--- config.mk ---
export PLATFORM = sky130hd
export DESIGN_NAME = sar_adc_sequencer
export DESIGN_NICKNAME = d
export VERILOG_FILES = /design/src/sar_adc_pkg.sv /design/src/bit_decider.sv /design/src/pin_sync.sv /design/src/sar_adc_sequencer.sv
export SDC_FILE = /design/constraint.sdc
export NUM_CORES = 1
export LEC_CHECK = 0
export BUFFER_PORTS_ARGS = -buffer_cell sky130_fd_sc_hd__buf_2
export CORE_ASPECT_RATIO = 0.9
export CORE_UTILIZATION = 44
export DETAILED_ROUTE_END_ITERATION = 8
export GPL_ROUTABILITY_DRIVEN = 0
export GPL_TIMING_DRIVEN = 0
export MAX_ROUTING_LAYER = met4
export PLACE_DENSITY = 0.77
export SKIP_LAST_GASP = 1
export SLEW_MARGIN = 20
export SYNTH_ARGS = -nofsm -noshare
export SYNTH_HDL_FRONTEND = slang
export SYNTH_SLANG_ARGS = --single-unit
export TNS_END_PERCENT = 50
--- constraint.sdc ---
create_clock -name mclk -period 2.3 [get_ports mclk]
set_input_delay 0.115 -clock mclk [delete_from_list [all_inputs] [get_ports mclk]]
set_output_delay 0.115 -clock mclk [all_outputs]
set_load 0.02 [all_outputs]
--- src/sar_adc_pkg.sv ---
// package for the successive-approximation converter sequencer
// assumes one 100 MHz clock and an external analog front end
package sar_adc_pkg;
    // ----------------------------------------------------------------
    // sizes
    // ----------------------------------------------------------------
    localparam int unsigned RES_BITS     = 12;
    localparam int unsigned NUM_CHANNELS = 16;
    localparam int unsigned CHAN_BITS    = 4;
    localparam int unsigned MSB_INDEX    = 11;

    // ----------------------------------------------------------------
    // timing
    // ----------------------------------------------------------------
    localparam int unsigned CLK_PERIOD_NS   = 10;
    localparam int unsigned SAMPLE_TIME_NS  = 100;
    localparam int unsigned SAMPLE_CYCLES   =
        (SAMPLE_TIME_NS + CLK_PERIOD_NS - 1) / CLK_PERIOD_NS;
    localparam int unsigned SAMPLE_CNT_BITS = 8;
    // tap settle plus two synchroniser stages: four cycles per bit
    localparam int unsigned         SETTLE_W    = 2;
    localparam logic [SETTLE_W-1:0] SETTLE_LAST = 2'h3;

    // ----------------------------------------------------------------
    // reset values
    // ----------------------------------------------------------------
    localparam logic [RES_BITS-1:0]  RESULT_RESET  = 12'h000;
    localparam logic [RES_BITS-1:0]  APPROX_RESET  = 12'h000;
    localparam logic [CHAN_BITS-1:0] CHANNEL_RESET = 4'h0;

    // sequencer states
    typedef enum logic [1:0] {
        ST_IDLE,
        ST_SAMPLE,
        ST_CONVERT,
        ST_DONE
    } seq_state_t;
endpackage

--- src/bit_decider.sv ---
// one approximation bit: trial set, then keep or clear on comparator verdict
// assumes select pulses come from the sequencer on the same clock
`timescale 1ns/1ns
module bit_decider (
    // clock and reset
    input  wire logic mclk,
    input  wire logic reset,
    // control
    input  wire logic clear,
    input  wire logic trial,
    input  wire logic decide,
    input  wire logic comp_high,
    // state
    output logic      bit_q
);
    logic bit_ff;
    logic nxt_bit;

    // clear wins, then trial set, then decision
    assign nxt_bit = clear  ? 1'b0 :
                     trial  ? 1'b1 :
                     decide ? comp_high : bit_ff;

    always_ff @(posedge mclk) begin
        if (reset) begin
            bit_ff <= 1'b0;
        end else begin
            bit_ff <= nxt_bit;
        end
    end

    assign bit_q = bit_ff;
endmodule

--- src/pin_sync.sv ---
// two-flop synchroniser for levels arriving from outside the clock domain
// assumes the source holds each level for at least two clocks
`timescale 1ns/1ns
module pin_sync #(
    parameter int unsigned WIDTH = 1
) (
    // clock and reset
    input  wire logic             mclk,
    input  wire logic             reset,
    // data
    input  wire logic [WIDTH-1:0] async_in,
    output logic      [WIDTH-1:0] sync_out
);
    logic [WIDTH-1:0] meta_ff;
    logic [WIDTH-1:0] sync_ff;

    // first stage read only by the second
    always_ff @(posedge mclk) begin
        if (reset) begin
            meta_ff <= '0;
            sync_ff <= '0;
        end else begin
            meta_ff <= async_in;
            sync_ff <= meta_ff;
        end
    end

    assign sync_out = sync_ff;
endmodule

--- src/sar_adc_sequencer.sv ---
// successive-approximation sequencer for a 16-channel 12-bit converter
// assumes an analog sample-and-hold, tap array and comparator outside;
// the comparator answer is asynchronous and is synchronised here
`timescale 1ns/1ns

// Contract
// RL1: pick one of 16 input channels; other pins stay free for port use
// RL2: first compare against half reference; top bit kept if input higher
// RL3: after top bit, set bit 10 as trial and compare automatically
// RL4: second tap chosen by decided bit 11: quarter or three quarters
// RL5: bit 10 stays 1 if input at or above tap, else cleared
// RL6: repeat trial and decide down to bit 0
// RL7: 12-bit approximation register filled MSB first, one bit per step
// RL8: after LSB, copy approximation into result register, held for reading
// RL9: done interrupt raised only after all requested conversions finish
// RL10: hold stays closed for the whole approximation sequence
// RL11: one bit decided per conversion step after sampling
module sar_adc_sequencer
    import sar_adc_pkg::*;
(
    // clock and reset
    input  wire logic                 mclk,
    input  wire logic                 reset,
    // conversion request from the host logic
    input  wire logic                 start,
    input  wire logic [CHAN_BITS-1:0] channel_sel,
    input  wire logic [3:0]           conv_count,
    // analog front end
    input  wire logic                 comp_high_async,
    output logic [NUM_CHANNELS-1:0]   analog_input_pins,
    output logic                      sample_en,
    output logic                      hold_en,
    output logic [RES_BITS-1:0]       tap_code,
    // results
    output logic [RES_BITS-1:0]       conversion_result_reg,
    output logic [RES_BITS-1:0]       successive_approx_reg,
    output logic                      result_valid,
    output logic                      conversion_done_irq,
    output logic                      busy
);
    // ----------------------------------------------------------------
    // state and registers
    // ----------------------------------------------------------------
    seq_state_t                 state_ff;
    seq_state_t                 nxt_state;
    logic [SAMPLE_CNT_BITS-1:0] sample_cnt_ff;
    logic [SAMPLE_CNT_BITS-1:0] nxt_sample_cnt;
    logic [3:0]                 bit_idx_ff;
    logic [3:0]                 nxt_bit_idx;
    logic [3:0]                 remain_ff;
    logic [3:0]                 nxt_remain;
    logic [CHAN_BITS-1:0]       chan_ff;
    logic [NUM_CHANNELS-1:0]    pins_ff;
    logic [RES_BITS-1:0]        result_ff;
    logic                       valid_ff;
    logic                       irq_ff;
    logic                       sample_ff;
    logic                       hold_ff;
    logic                       busy_ff;
    logic                       done_now;
    logic                       conv_clear;
    logic [CHAN_BITS-1:0]       sel_chan;
    logic [NUM_CHANNELS-1:0]    nxt_pins;
    logic                       nxt_sample;
    logic                       nxt_hold;
    logic                       nxt_busy;
    logic [RES_BITS-1:0]        tap_ff;
    logic                       comp_high;
    logic [RES_BITS-1:0]        approx;

    // ----------------------------------------------------------------
    // comparator input crossing
    // ----------------------------------------------------------------
    pin_sync #(.WIDTH(1)) u_comp_sync (
        .mclk     (mclk),
        .reset    (reset),
        .async_in (comp_high_async),
        .sync_out (comp_high)
    );

    // ----------------------------------------------------------------
    // decode
    // ----------------------------------------------------------------
    // schedule of one conversion:
    //   sample   SAMPLE_CYCLES cycles with the selected channel tracked
    //   convert  four cycles per bit, MSB first: trial edge, tap edge,
    //            two synchroniser edges, then the decide edge, which also
    //            sets the next lower trial
    //   done     one cycle; result and pulses follow on its edge
    // a start outside idle is dropped with no indication to the host
    // a decision waits two settle cycles plus two sync cycles per bit
    logic                   start_take;
    logic                   sample_over;
    logic                   step_ready;
    logic                   last_bit;
    logic                   more_convs;
    logic [RES_BITS-1:0]    trial_sel;
    logic [RES_BITS-1:0]    decide_sel;
    logic [SETTLE_W-1:0]    settle_ff;

    assign start_take  = (state_ff == ST_IDLE) && start;
    assign sample_over = (state_ff == ST_SAMPLE) &&
                         (sample_cnt_ff == SAMPLE_CNT_BITS'(SAMPLE_CYCLES - 1));
    assign step_ready  = (state_ff == ST_CONVERT) && (settle_ff == SETTLE_LAST);
    assign last_bit    = (bit_idx_ff == 4'h0);                         // RL6
    assign more_convs  = (remain_ff != 4'h0);
    assign done_now    = (state_ff == ST_DONE);

    // every conversion, first or repeated, starts from an empty word so the
    // first tap is half scale; stale low bits would skew each trial tap
    assign conv_clear  = start_take || (done_now && more_convs);       // RL2

    // the pick comes from the request pins in the accepting cycle, so the
    // one-hot select is up in the same cycle as the sample switch
    assign sel_chan    = start_take ? channel_sel : chan_ff;           // RL1
    assign nxt_pins    = (nxt_state == ST_IDLE) ? '0 :
                         (NUM_CHANNELS'(1) << sel_chan);               // RL1

    // hold closes on the edge that sets the top trial; the tap word shows
    // that trial one cycle later, before the synchroniser samples it
    assign nxt_sample  = (nxt_state == ST_SAMPLE) && !sample_over;
    assign nxt_hold    = (nxt_state == ST_CONVERT);                    // RL10
    assign nxt_busy    = (nxt_state != ST_IDLE);

    // trial on bit MSB at sample end, on bit k-1 when bit k decided
    // trial of the next lower bit follows decision without software  // RL3
    genvar gi;
    generate
        for (gi = 0; gi < RES_BITS; gi++) begin : g_bits
            assign decide_sel[gi] = step_ready && (bit_idx_ff == 4'(gi));  // RL11
            if (gi == MSB_INDEX) begin : g_top
                assign trial_sel[gi] = sample_over;                    // RL2
            end else begin : g_low
                assign trial_sel[gi] = step_ready &&
                                       (bit_idx_ff == 4'(gi + 1));     // RL3
            end
            bit_decider u_bit (
                .mclk      (mclk),
                .reset     (reset),
                .clear     (conv_clear),
                .trial     (trial_sel[gi]),
                .decide    (decide_sel[gi]),
                .comp_high (comp_high),                                // RL5
                .bit_q     (approx[gi])
            );
        end
    endgenerate

    // ----------------------------------------------------------------
    // next state
    // ----------------------------------------------------------------
    always_comb begin
        nxt_state      = state_ff;
        nxt_sample_cnt = sample_cnt_ff;
        nxt_bit_idx    = bit_idx_ff;
        nxt_remain     = remain_ff;
        unique case (state_ff)
            ST_IDLE: begin
                if (start) begin
                    nxt_state      = ST_SAMPLE;
                    nxt_sample_cnt = '0;
                    nxt_remain     = conv_count;
                end
            end
            ST_SAMPLE: begin
                nxt_sample_cnt = sample_cnt_ff + 1'b1;
                if (sample_over) begin
                    nxt_state   = ST_CONVERT;
                    nxt_bit_idx = 4'(MSB_INDEX);                       // RL7
                end
            end
            ST_CONVERT: begin
                if (step_ready) begin
                    if (last_bit) begin
                        nxt_state = ST_DONE;                           // RL8
                    end else begin
                        nxt_bit_idx = bit_idx_ff - 1'b1;               // RL6
                    end
                end
            end
            ST_DONE: begin
                // further requested conversions resample the same channel
                if (more_convs) begin
                    nxt_state      = ST_SAMPLE;
                    nxt_sample_cnt = '0;
                    nxt_remain     = remain_ff - 1'b1;
                end else begin
                    nxt_state = ST_IDLE;
                end
            end
        endcase
    end

    // ----------------------------------------------------------------
    // sequencer registers
    // ----------------------------------------------------------------
    always_ff @(posedge mclk) begin
        if (reset) begin
            state_ff      <= ST_IDLE;
            sample_cnt_ff <= '0;
            bit_idx_ff    <= 4'h0;
            remain_ff     <= 4'h0;
        end else begin
            state_ff      <= nxt_state;
            sample_cnt_ff <= nxt_sample_cnt;
            bit_idx_ff    <= nxt_bit_idx;
            remain_ff     <= nxt_remain;
        end
    end

    // settle counter restarts with each trial so the tap can settle
    always_ff @(posedge mclk) begin
        if (reset || state_ff != ST_CONVERT || step_ready) begin
            settle_ff <= '0;
        end else begin
            settle_ff <= settle_ff + 1'b1;
        end
    end

    // ----------------------------------------------------------------
    // channel and pin routing
    // ----------------------------------------------------------------
    // channel latched at start so a mid-conversion change cannot corrupt it
    always_ff @(posedge mclk) begin
        if (reset) begin
            chan_ff <= CHANNEL_RESET;
            pins_ff <= '0;
        end else begin
            if (start_take) begin
                chan_ff <= channel_sel;                                // RL1
            end
            pins_ff <= nxt_pins;                                       // RL1
        end
    end

    // ----------------------------------------------------------------
    // sample and hold control, tap code
    // ----------------------------------------------------------------
    // tap word is the approximation so far; trial bit set gives the
    // midpoint of the remaining span (half, then quarter or 3/4)
    always_ff @(posedge mclk) begin
        if (reset) begin
            sample_ff <= 1'b0;
            hold_ff   <= 1'b0;
            tap_ff    <= APPROX_RESET;
            busy_ff   <= 1'b0;
        end else begin
            sample_ff <= nxt_sample;
            hold_ff   <= nxt_hold;                                     // RL10
            tap_ff    <= approx;                                       // RL4
            busy_ff   <= nxt_busy;
        end
    end

    // ----------------------------------------------------------------
    // result and interrupt
    // ----------------------------------------------------------------
    // result copied on the done edge, before the word is cleared for a repeat
    always_ff @(posedge mclk) begin
        if (reset) begin
            result_ff <= RESULT_RESET;
            valid_ff  <= 1'b0;
            irq_ff    <= 1'b0;
        end else begin
            valid_ff <= done_now;
            irq_ff   <= done_now && !more_convs;                       // RL9
            if (done_now) begin
                result_ff <= approx;                                   // RL8
            end
        end
    end

    // ----------------------------------------------------------------
    // outputs
    // ----------------------------------------------------------------
    assign analog_input_pins     = pins_ff;
    assign sample_en             = sample_ff;
    assign hold_en               = hold_ff;
    assign tap_code              = tap_ff;
    assign conversion_result_reg = result_ff;
    assign successive_approx_reg = tap_ff;
    assign result_valid          = valid_ff;
    assign conversion_done_irq   = irq_ff;
    assign busy                  = busy_ff;
endmodule

# After elaboration in Yosys (flattened, before gate mapping)
# Cells that the tools add are included.
[word_totals] output_inout_bits=57 romBits=0 ff_bits=83 ramBits=0 inputBits=12 memories=0 wordCells=146 latch_bits=0
[op_classes] shifts=1 n_eq_ne=24 n_reduce_logical=48 addsub=4 muxes=41 n_mul=0 bitwise=0 n_lt_le_gt_ge=0 div=0
[op_table] operator="$reduce_bool 2->1" n=15
[op_table] operator="$mux 1" n=25
[op_table] operator="$mux 4" n=6
[op_table] operator="$pmux 8 s3" n=1
[op_table] operator="$logic_and 1x1->1" n=18
[op_table] operator="$eq 4x3->1 const B" n=4
[op_table] operator="$eq 4x4->1 const B" n=4
[op_table] operator="$mux 8" n=2
[op_table] operator="$pmux 4 s2" n=2
[op_table] operator="$shl 1x4->16 const A" n=1
[op_table] operator="$add 8x1->8 const B" n=1
[op_table] operator="$eq 2x2->1 const B" n=4
[op_table] operator="$eq 4x2->1 const B" n=2
[op_table] operator="$eq 8x4->1 const B" n=1
[op_table] operator="$mux 2" n=4
[op_table] operator="$ne 2x2->1 const B" n=4
[op_table] operator="$pmux 2 s4" n=1
[op_table] operator="$sub 4x1->4 const B" n=2
[op_table] operator="$reduce_and 3->1" n=2
[op_table] operator="$eq 2x1->1 const B" n=2
[op_table] operator="$eq 4x1->1 const B" n=1
[op_table] operator="$logic_not 2->1" n=2
[op_table] operator="$logic_not 4->1" n=1
[op_table] operator="$ne 2x1->1 const B" n=2
[op_table] operator="other kinds (7)" n=11

# Logic depth before layout (Yosys ltp)
[depth] depth_word=6 depth_mapped=8 ltp_nobuf=6

# Cells and area by module
# From an unflattened synthesis, not the netlist that was laid out.
[unflattened] hier_cells=377 hier_area_um2=3475.8
[by_module_without_submodules] mod="sar_adc_sequencer" instances=1 cells_each=325 seq_area_each_um2=1381.3 area_each_um2=2867.8
[by_module_without_submodules] mod="bit_decider" instances=12 cells_each=4 seq_area_each_um2=20.0 area_each_um2=46.3
[by_module_without_submodules] mod="pin_sync" instances=1 cells_each=4 seq_area_each_um2=40.0 area_each_um2=52.6

# Worst setup path after synthesis
# OpenSTA, ideal clock, no wires.
[synth_timing] path_type="reg2reg" start="reg remain_ff[0]" end="reg pins_ff[10] (netlist: analog_input_pins[10])" t_required_ns=2.182 stages_incl_launch_ff=9 synth_period_minus_slack_ns=2.033 setup_ns=0.118 n_path_buf=2 slack_ns=0.267 arrival_ns=1.915 path_cell_list="dfxtp_1 inv_1 ha_1 or3b_1 buf_2 a221o_1 a32oi_2 buf_6 nor3_1"
[synth_via] elab_chain_cells=5
[synth_lines] element="start, declared" line="sar_adc_sequencer.sv:50" source="logic [3:0] remain_ff;"
[synth_lines] element="start signal, assigned" line="sar_adc_sequencer.sv:207" source="remain_ff <= nxt_remain;"
[synth_lines] element="$reduce_bool 4->1" line="sar_adc_sequencer.sv:106" source="assign more_convs = (remain_ff != 4'h0);"
[synth_lines] element="$mux 1" line="sar_adc_sequencer.sv:183" source="if (more_convs) begin"
[synth_lines] element="$pmux 2 s4" line="sar_adc_sequencer.sv:157" source="unique case (state_ff)"
[synth_lines] element="$logic_not 2->1" line="sar_adc_sequencer.sv:116" source="assign nxt_pins = (nxt_state == ST_IDLE) ? '0 :"
[synth_lines] element="$reduce_or 2->1 (no line)"
[synth_lines] element="end signal, assigned" line="sar_adc_sequencer.sv:232" source="pins_ff <= nxt_pins;"
[synth_lines] element="end, declared" line="sar_adc_sequencer.sv:53" source="logic [NUM_CHANNELS-1:0] pins_ff;"
# No other way between the ends.
# A chain may end at the register's enable or synchronous reset.

# Worst setup path in the final report
[layout_timing] start="reg remain_ff[0]" end="reg pins_ff[8] (netlist: analog_input_pins[8])"
# The elaborated chain is that of the path after synthesis.

==> results.json <==
{
  "p_leak_nw": 1.74,
  "nNetsFinal": 460,
  "start_kind": "register",
  "r2r_slack_ns": 0.09,
  "synth.ff_latch_count": 83,
  "grt_pass1_wl_mm": 11.9,
  "viasPerCell": 5.20,
  "fin_crit_sh": 0.962,
  "cts.clk_slew.worst_paths_ns": 0.08,
  "grt_max_degree": 16,
  "root_buffer": "clkbuf_8",
  "setup_viol": 0,
  "worstPathMaxFanout": 8,
  "synth_nets": 377,
  "cap_viol_max_count": 0,
  "cts_max_path_buffers": 2,
  "synthesis.area_um2": 3260,
  "clock_latency_ns": 0.36,
  "grt_pass1_vias": 2565,
  "synth_ff_type": "dfxtp_1",
  "p_comb_frac": 0.063,
  "die_area_um2": 7770,
  "hp-class": "in -> reg",
  "syn_avg_cell_area_um2": 9.17,
  "drive_gt1_frac": 0.250,
  "numCtsBuffers": 9,
  "setup.worst_path.end": "analog_input_pins[8]",
  "final_util": 0.560,
  "min_period_ns": 2.21,
  "critPathBufInv": 3,
  "ys_async_sr_fraction": 0,
  "dr.pass1.iters": 4,
  "critPathMaxStageDelay_ns": 0.41,
  "synth-edff-count": 0,
  "place_area_um2": 3720,
  "p_per_area_nw_per_um2": 682,
  "setup.worst_path.end_class": "register",
  "fmax_mhz": 452,
  "intPower_mw": 2.06,
  "die_w_um": 92.8,
  "skew_ns": 0.00785,
  "numPortBuffers": 68,
  "ys_types": 44,
  "clkSinkCount": 83,
  "track_usage": 0.201,
  "die_h_um": 83.7,
  "routed_wl_mm": 7.28,
  "r2r-end": "analog_input_pins[8]",
  "ant_nets": 0,
  "pin_count": 69,
  "syn_to_final_growth_pct": 22.0,
  "drc": 0,
  "initial_core_util": 0.459,
  "cts_tree": "done",
  "switching_share": 0.241,
  "worst_ep_required_time_ns": 2.54,
  "maxSlewHeadroom": 0.561,
  "rows": 29,
  "worstMarginPinSlew_ns": 0.657,
  "timing.rr.start": "remain_ff[0]",
  "syn-instance-count": 356,
  "timing.final.max_slew_violations": 0,
  "place_hpwl_mm": 5.28,
  "final_cell_area_um2": 3980,
  "status": "complete, no violations",
  "overflow": 0,
  "largest_reg_flops": 16,
  "worstRegToRegCells": 8,
  "p_clk_frac": 0.396,
  "ir_worst_vdd_mv": 0.517,
  "cp_slowest_cell": "a32oi_4",
  "num_antenna_cells": 0,
  "synth-seq-area-share": 0.509,
  "hold_viol": 0,
  "seqPwrFrac": 0.541,
  "num_vias": 2795,
  "initialDrtViolationCount": 117,
  "critPathKind": "reg -> reg",
  "arrival_ns": 2.45,
  "cts_max_level": 3,
  "core_um2": 7110,
  "wl_per_cell_um": 13.6,
  "crit_family": "compound AO/OA/AOI/OAI gates",
  "antenna_found_initial": 0,
  "crit_chain": "inv_1, ha_2, or3b_1, buf_2, a221o_1, a32oi_4, buf_6, nor3_1",
  "yosys_warnings": 0,
  "cp_num_cells": 8,
  "p_sw_uw": 655,
  "crit_path_start": "remain_ff[0]"
}
layer usage:
| metal | track usage | share of wire | vias up |
|---|---|---|---|
| met3 | 0.0583 | 0.050 | 14 |
| li1 | - | - | 1387 |
| met5 | - | 0 | - |
| met1 | 0.251 | 0.46 | 1311 |
| met4 | 0.0699 | 0.017 | 0 |
| met2 | 0.310 | 0.47 | 83 |
area by class of cell:
type	instances	area (um^2)
fill	664	3130
inverter	11	41.3
sequential	83	1660
tap	93	116
timing repair buffer	72	377
buffer	30	176
clock inverter	6	71.3
clock buffer	10	138
multi-input combinational	232	1400
power groups by stage:
stage,registers [mW],clock network (mW),logic (mW)
final,1.47,1.08,0.172
after global routing,1.47,1.16,0.190
after global placement,1.50,0,0.155
after detailed placement,1.50,0,0.158
after CTS,1.47,1.10,0.162
after floorplan,1.51,0,0.101
cell usage after synthesis, types with 2 or more instances:
cell / count / area [um^2]
a211oi_1: 14 / 105
a21o_1: 2 / 15.0
a21oi_1: 36 / 180
and3_1: 2 / 12.5
buf_2: 3 / 15.0
buf_4: 12 / 90.1
buf_6: 2 / 22.5
clkbuf_1: 12 / 45.0
dfxtp_1: 83 / 1660
ha_1: 9 / 113
inv_1: 11 / 41.3
mux2i_1: 7 / 70.1
nand2_1: 41 / 154
nand2b_1: 6 / 37.5
nand3_1: 8 / 40.0
nand3b_1: 4 / 30.0
nand4b_1: 2 / 17.5
nor2_1: 22 / 82.6
nor2b_1: 16 / 100
nor3_1: 24 / 120
nor4b_1: 3 / 26.3
o211ai_1: 2 / 15.0
o21ai_0: 2 / 10.0
o31ai_1: 4 / 30.0
or2_2: 3 / 18.8
or3_1: 2 / 12.5
or3b_1: 2 / 17.5
or4_1: 5 / 37.5
xor2_1: 2 / 17.5
metrics by stage:
step | hold slack [ns] | power [mW] | setup slack [ns] | TNS, ns | std cells
4_1_cts | 0.0438 | 2.73 | 0.0442 | 0 | 534
5_1_grt | 0.0824 | 2.82 | -0.0217 | -0.160 | 537
3_3_place_gp | 0.330 | 1.66 | 0.0398 | 0 | 517
6_report | 0.0564 | 2.71 | 0.0880 | 0 | 537
3_5_place_dp | 0.340 | 1.66 | -0.0140 | -0.0451 | 517
2_1_floorplan | 0.243 | 1.61 | 0.267 | 0 | 356
worst min-delay path: cells and delay by family:
family	cells	cell delay, ns
AOI/OAI and AO/OA	1	0.08
and+or+nand+nor	1	0.06
buffers and inverters	1	0.10
cell usage in the layout, fill, tap and decap left out, types with 2 or more instances in the layout:
cell type	n
a21oi_1	36
buf_2	71
inv_1	11
buf_6	3
nor4b_1	3
mux2i_1	7
a211oi_1	14
nand4b_1	2
xor2_1	2
or3_1	2
o31ai_1	4
clkbuf_1	12
buf_4	14
nand3b_1	4
inv_6	2
or4_1	5
o21ai_0	2
or3b_1	2
nor2_1	22
nor3_1	24
o211ai_1	2
ha_1	8
clkbuf_8	10
a21o_1	2
nand2_1	41
or2_2	3
nand2b_1	6
dfxtp_1	82
clkinvlp_4	2
nor2b_1	16
nand3_1	8
and3_1	2
kinds of logic (layout without fill, tap and decap cells):
family,after synthesis,after routing,share of synthesized area
fa+ha+maj,9,9,0.0345
xor+xnor,3,3,0.00805
simple gates,148,148,0.237
mux,7,7,0.0215
flops,83,83,0.509
buf+inv,41,129,0.0667
compound gates,65,65,0.123
worst min path at each step:
| stage | endpoint | slack, ns | from | cells after the start |
|---|---|---|---|---|
| final | remain_ff[0] | 0.06 | conv_count[0] | 3 |
| after detailed placement | u_comp_sync.meta_ff | 0.34 | comp_high_async | 2 |
| after global placement | u_comp_sync.meta_ff | 0.33 | comp_high_async | 2 |
| after floorplan | u_comp_sync.meta_ff | 0.24 | comp_high_async | 1 |
| after CTS | remain_ff[0] | 0.04 | conv_count[0] | 3 |
| after global routing | remain_ff[0] | 0.08 | conv_count[0] | 3 |
repair_timing:
action | 4_1_cts | 5_1_grt
cloned | 0 | 1
hold buffers | 1 | 0
setup buffers | 0 | 2
hold endpoints to repair | 1 | 0
endpoints found under the setup margin | 9 | 10
gates resized for setup | 1 | 4
pin swaps | 0 | 1
No activity file was read; power rests on OpenSTA's default activity.
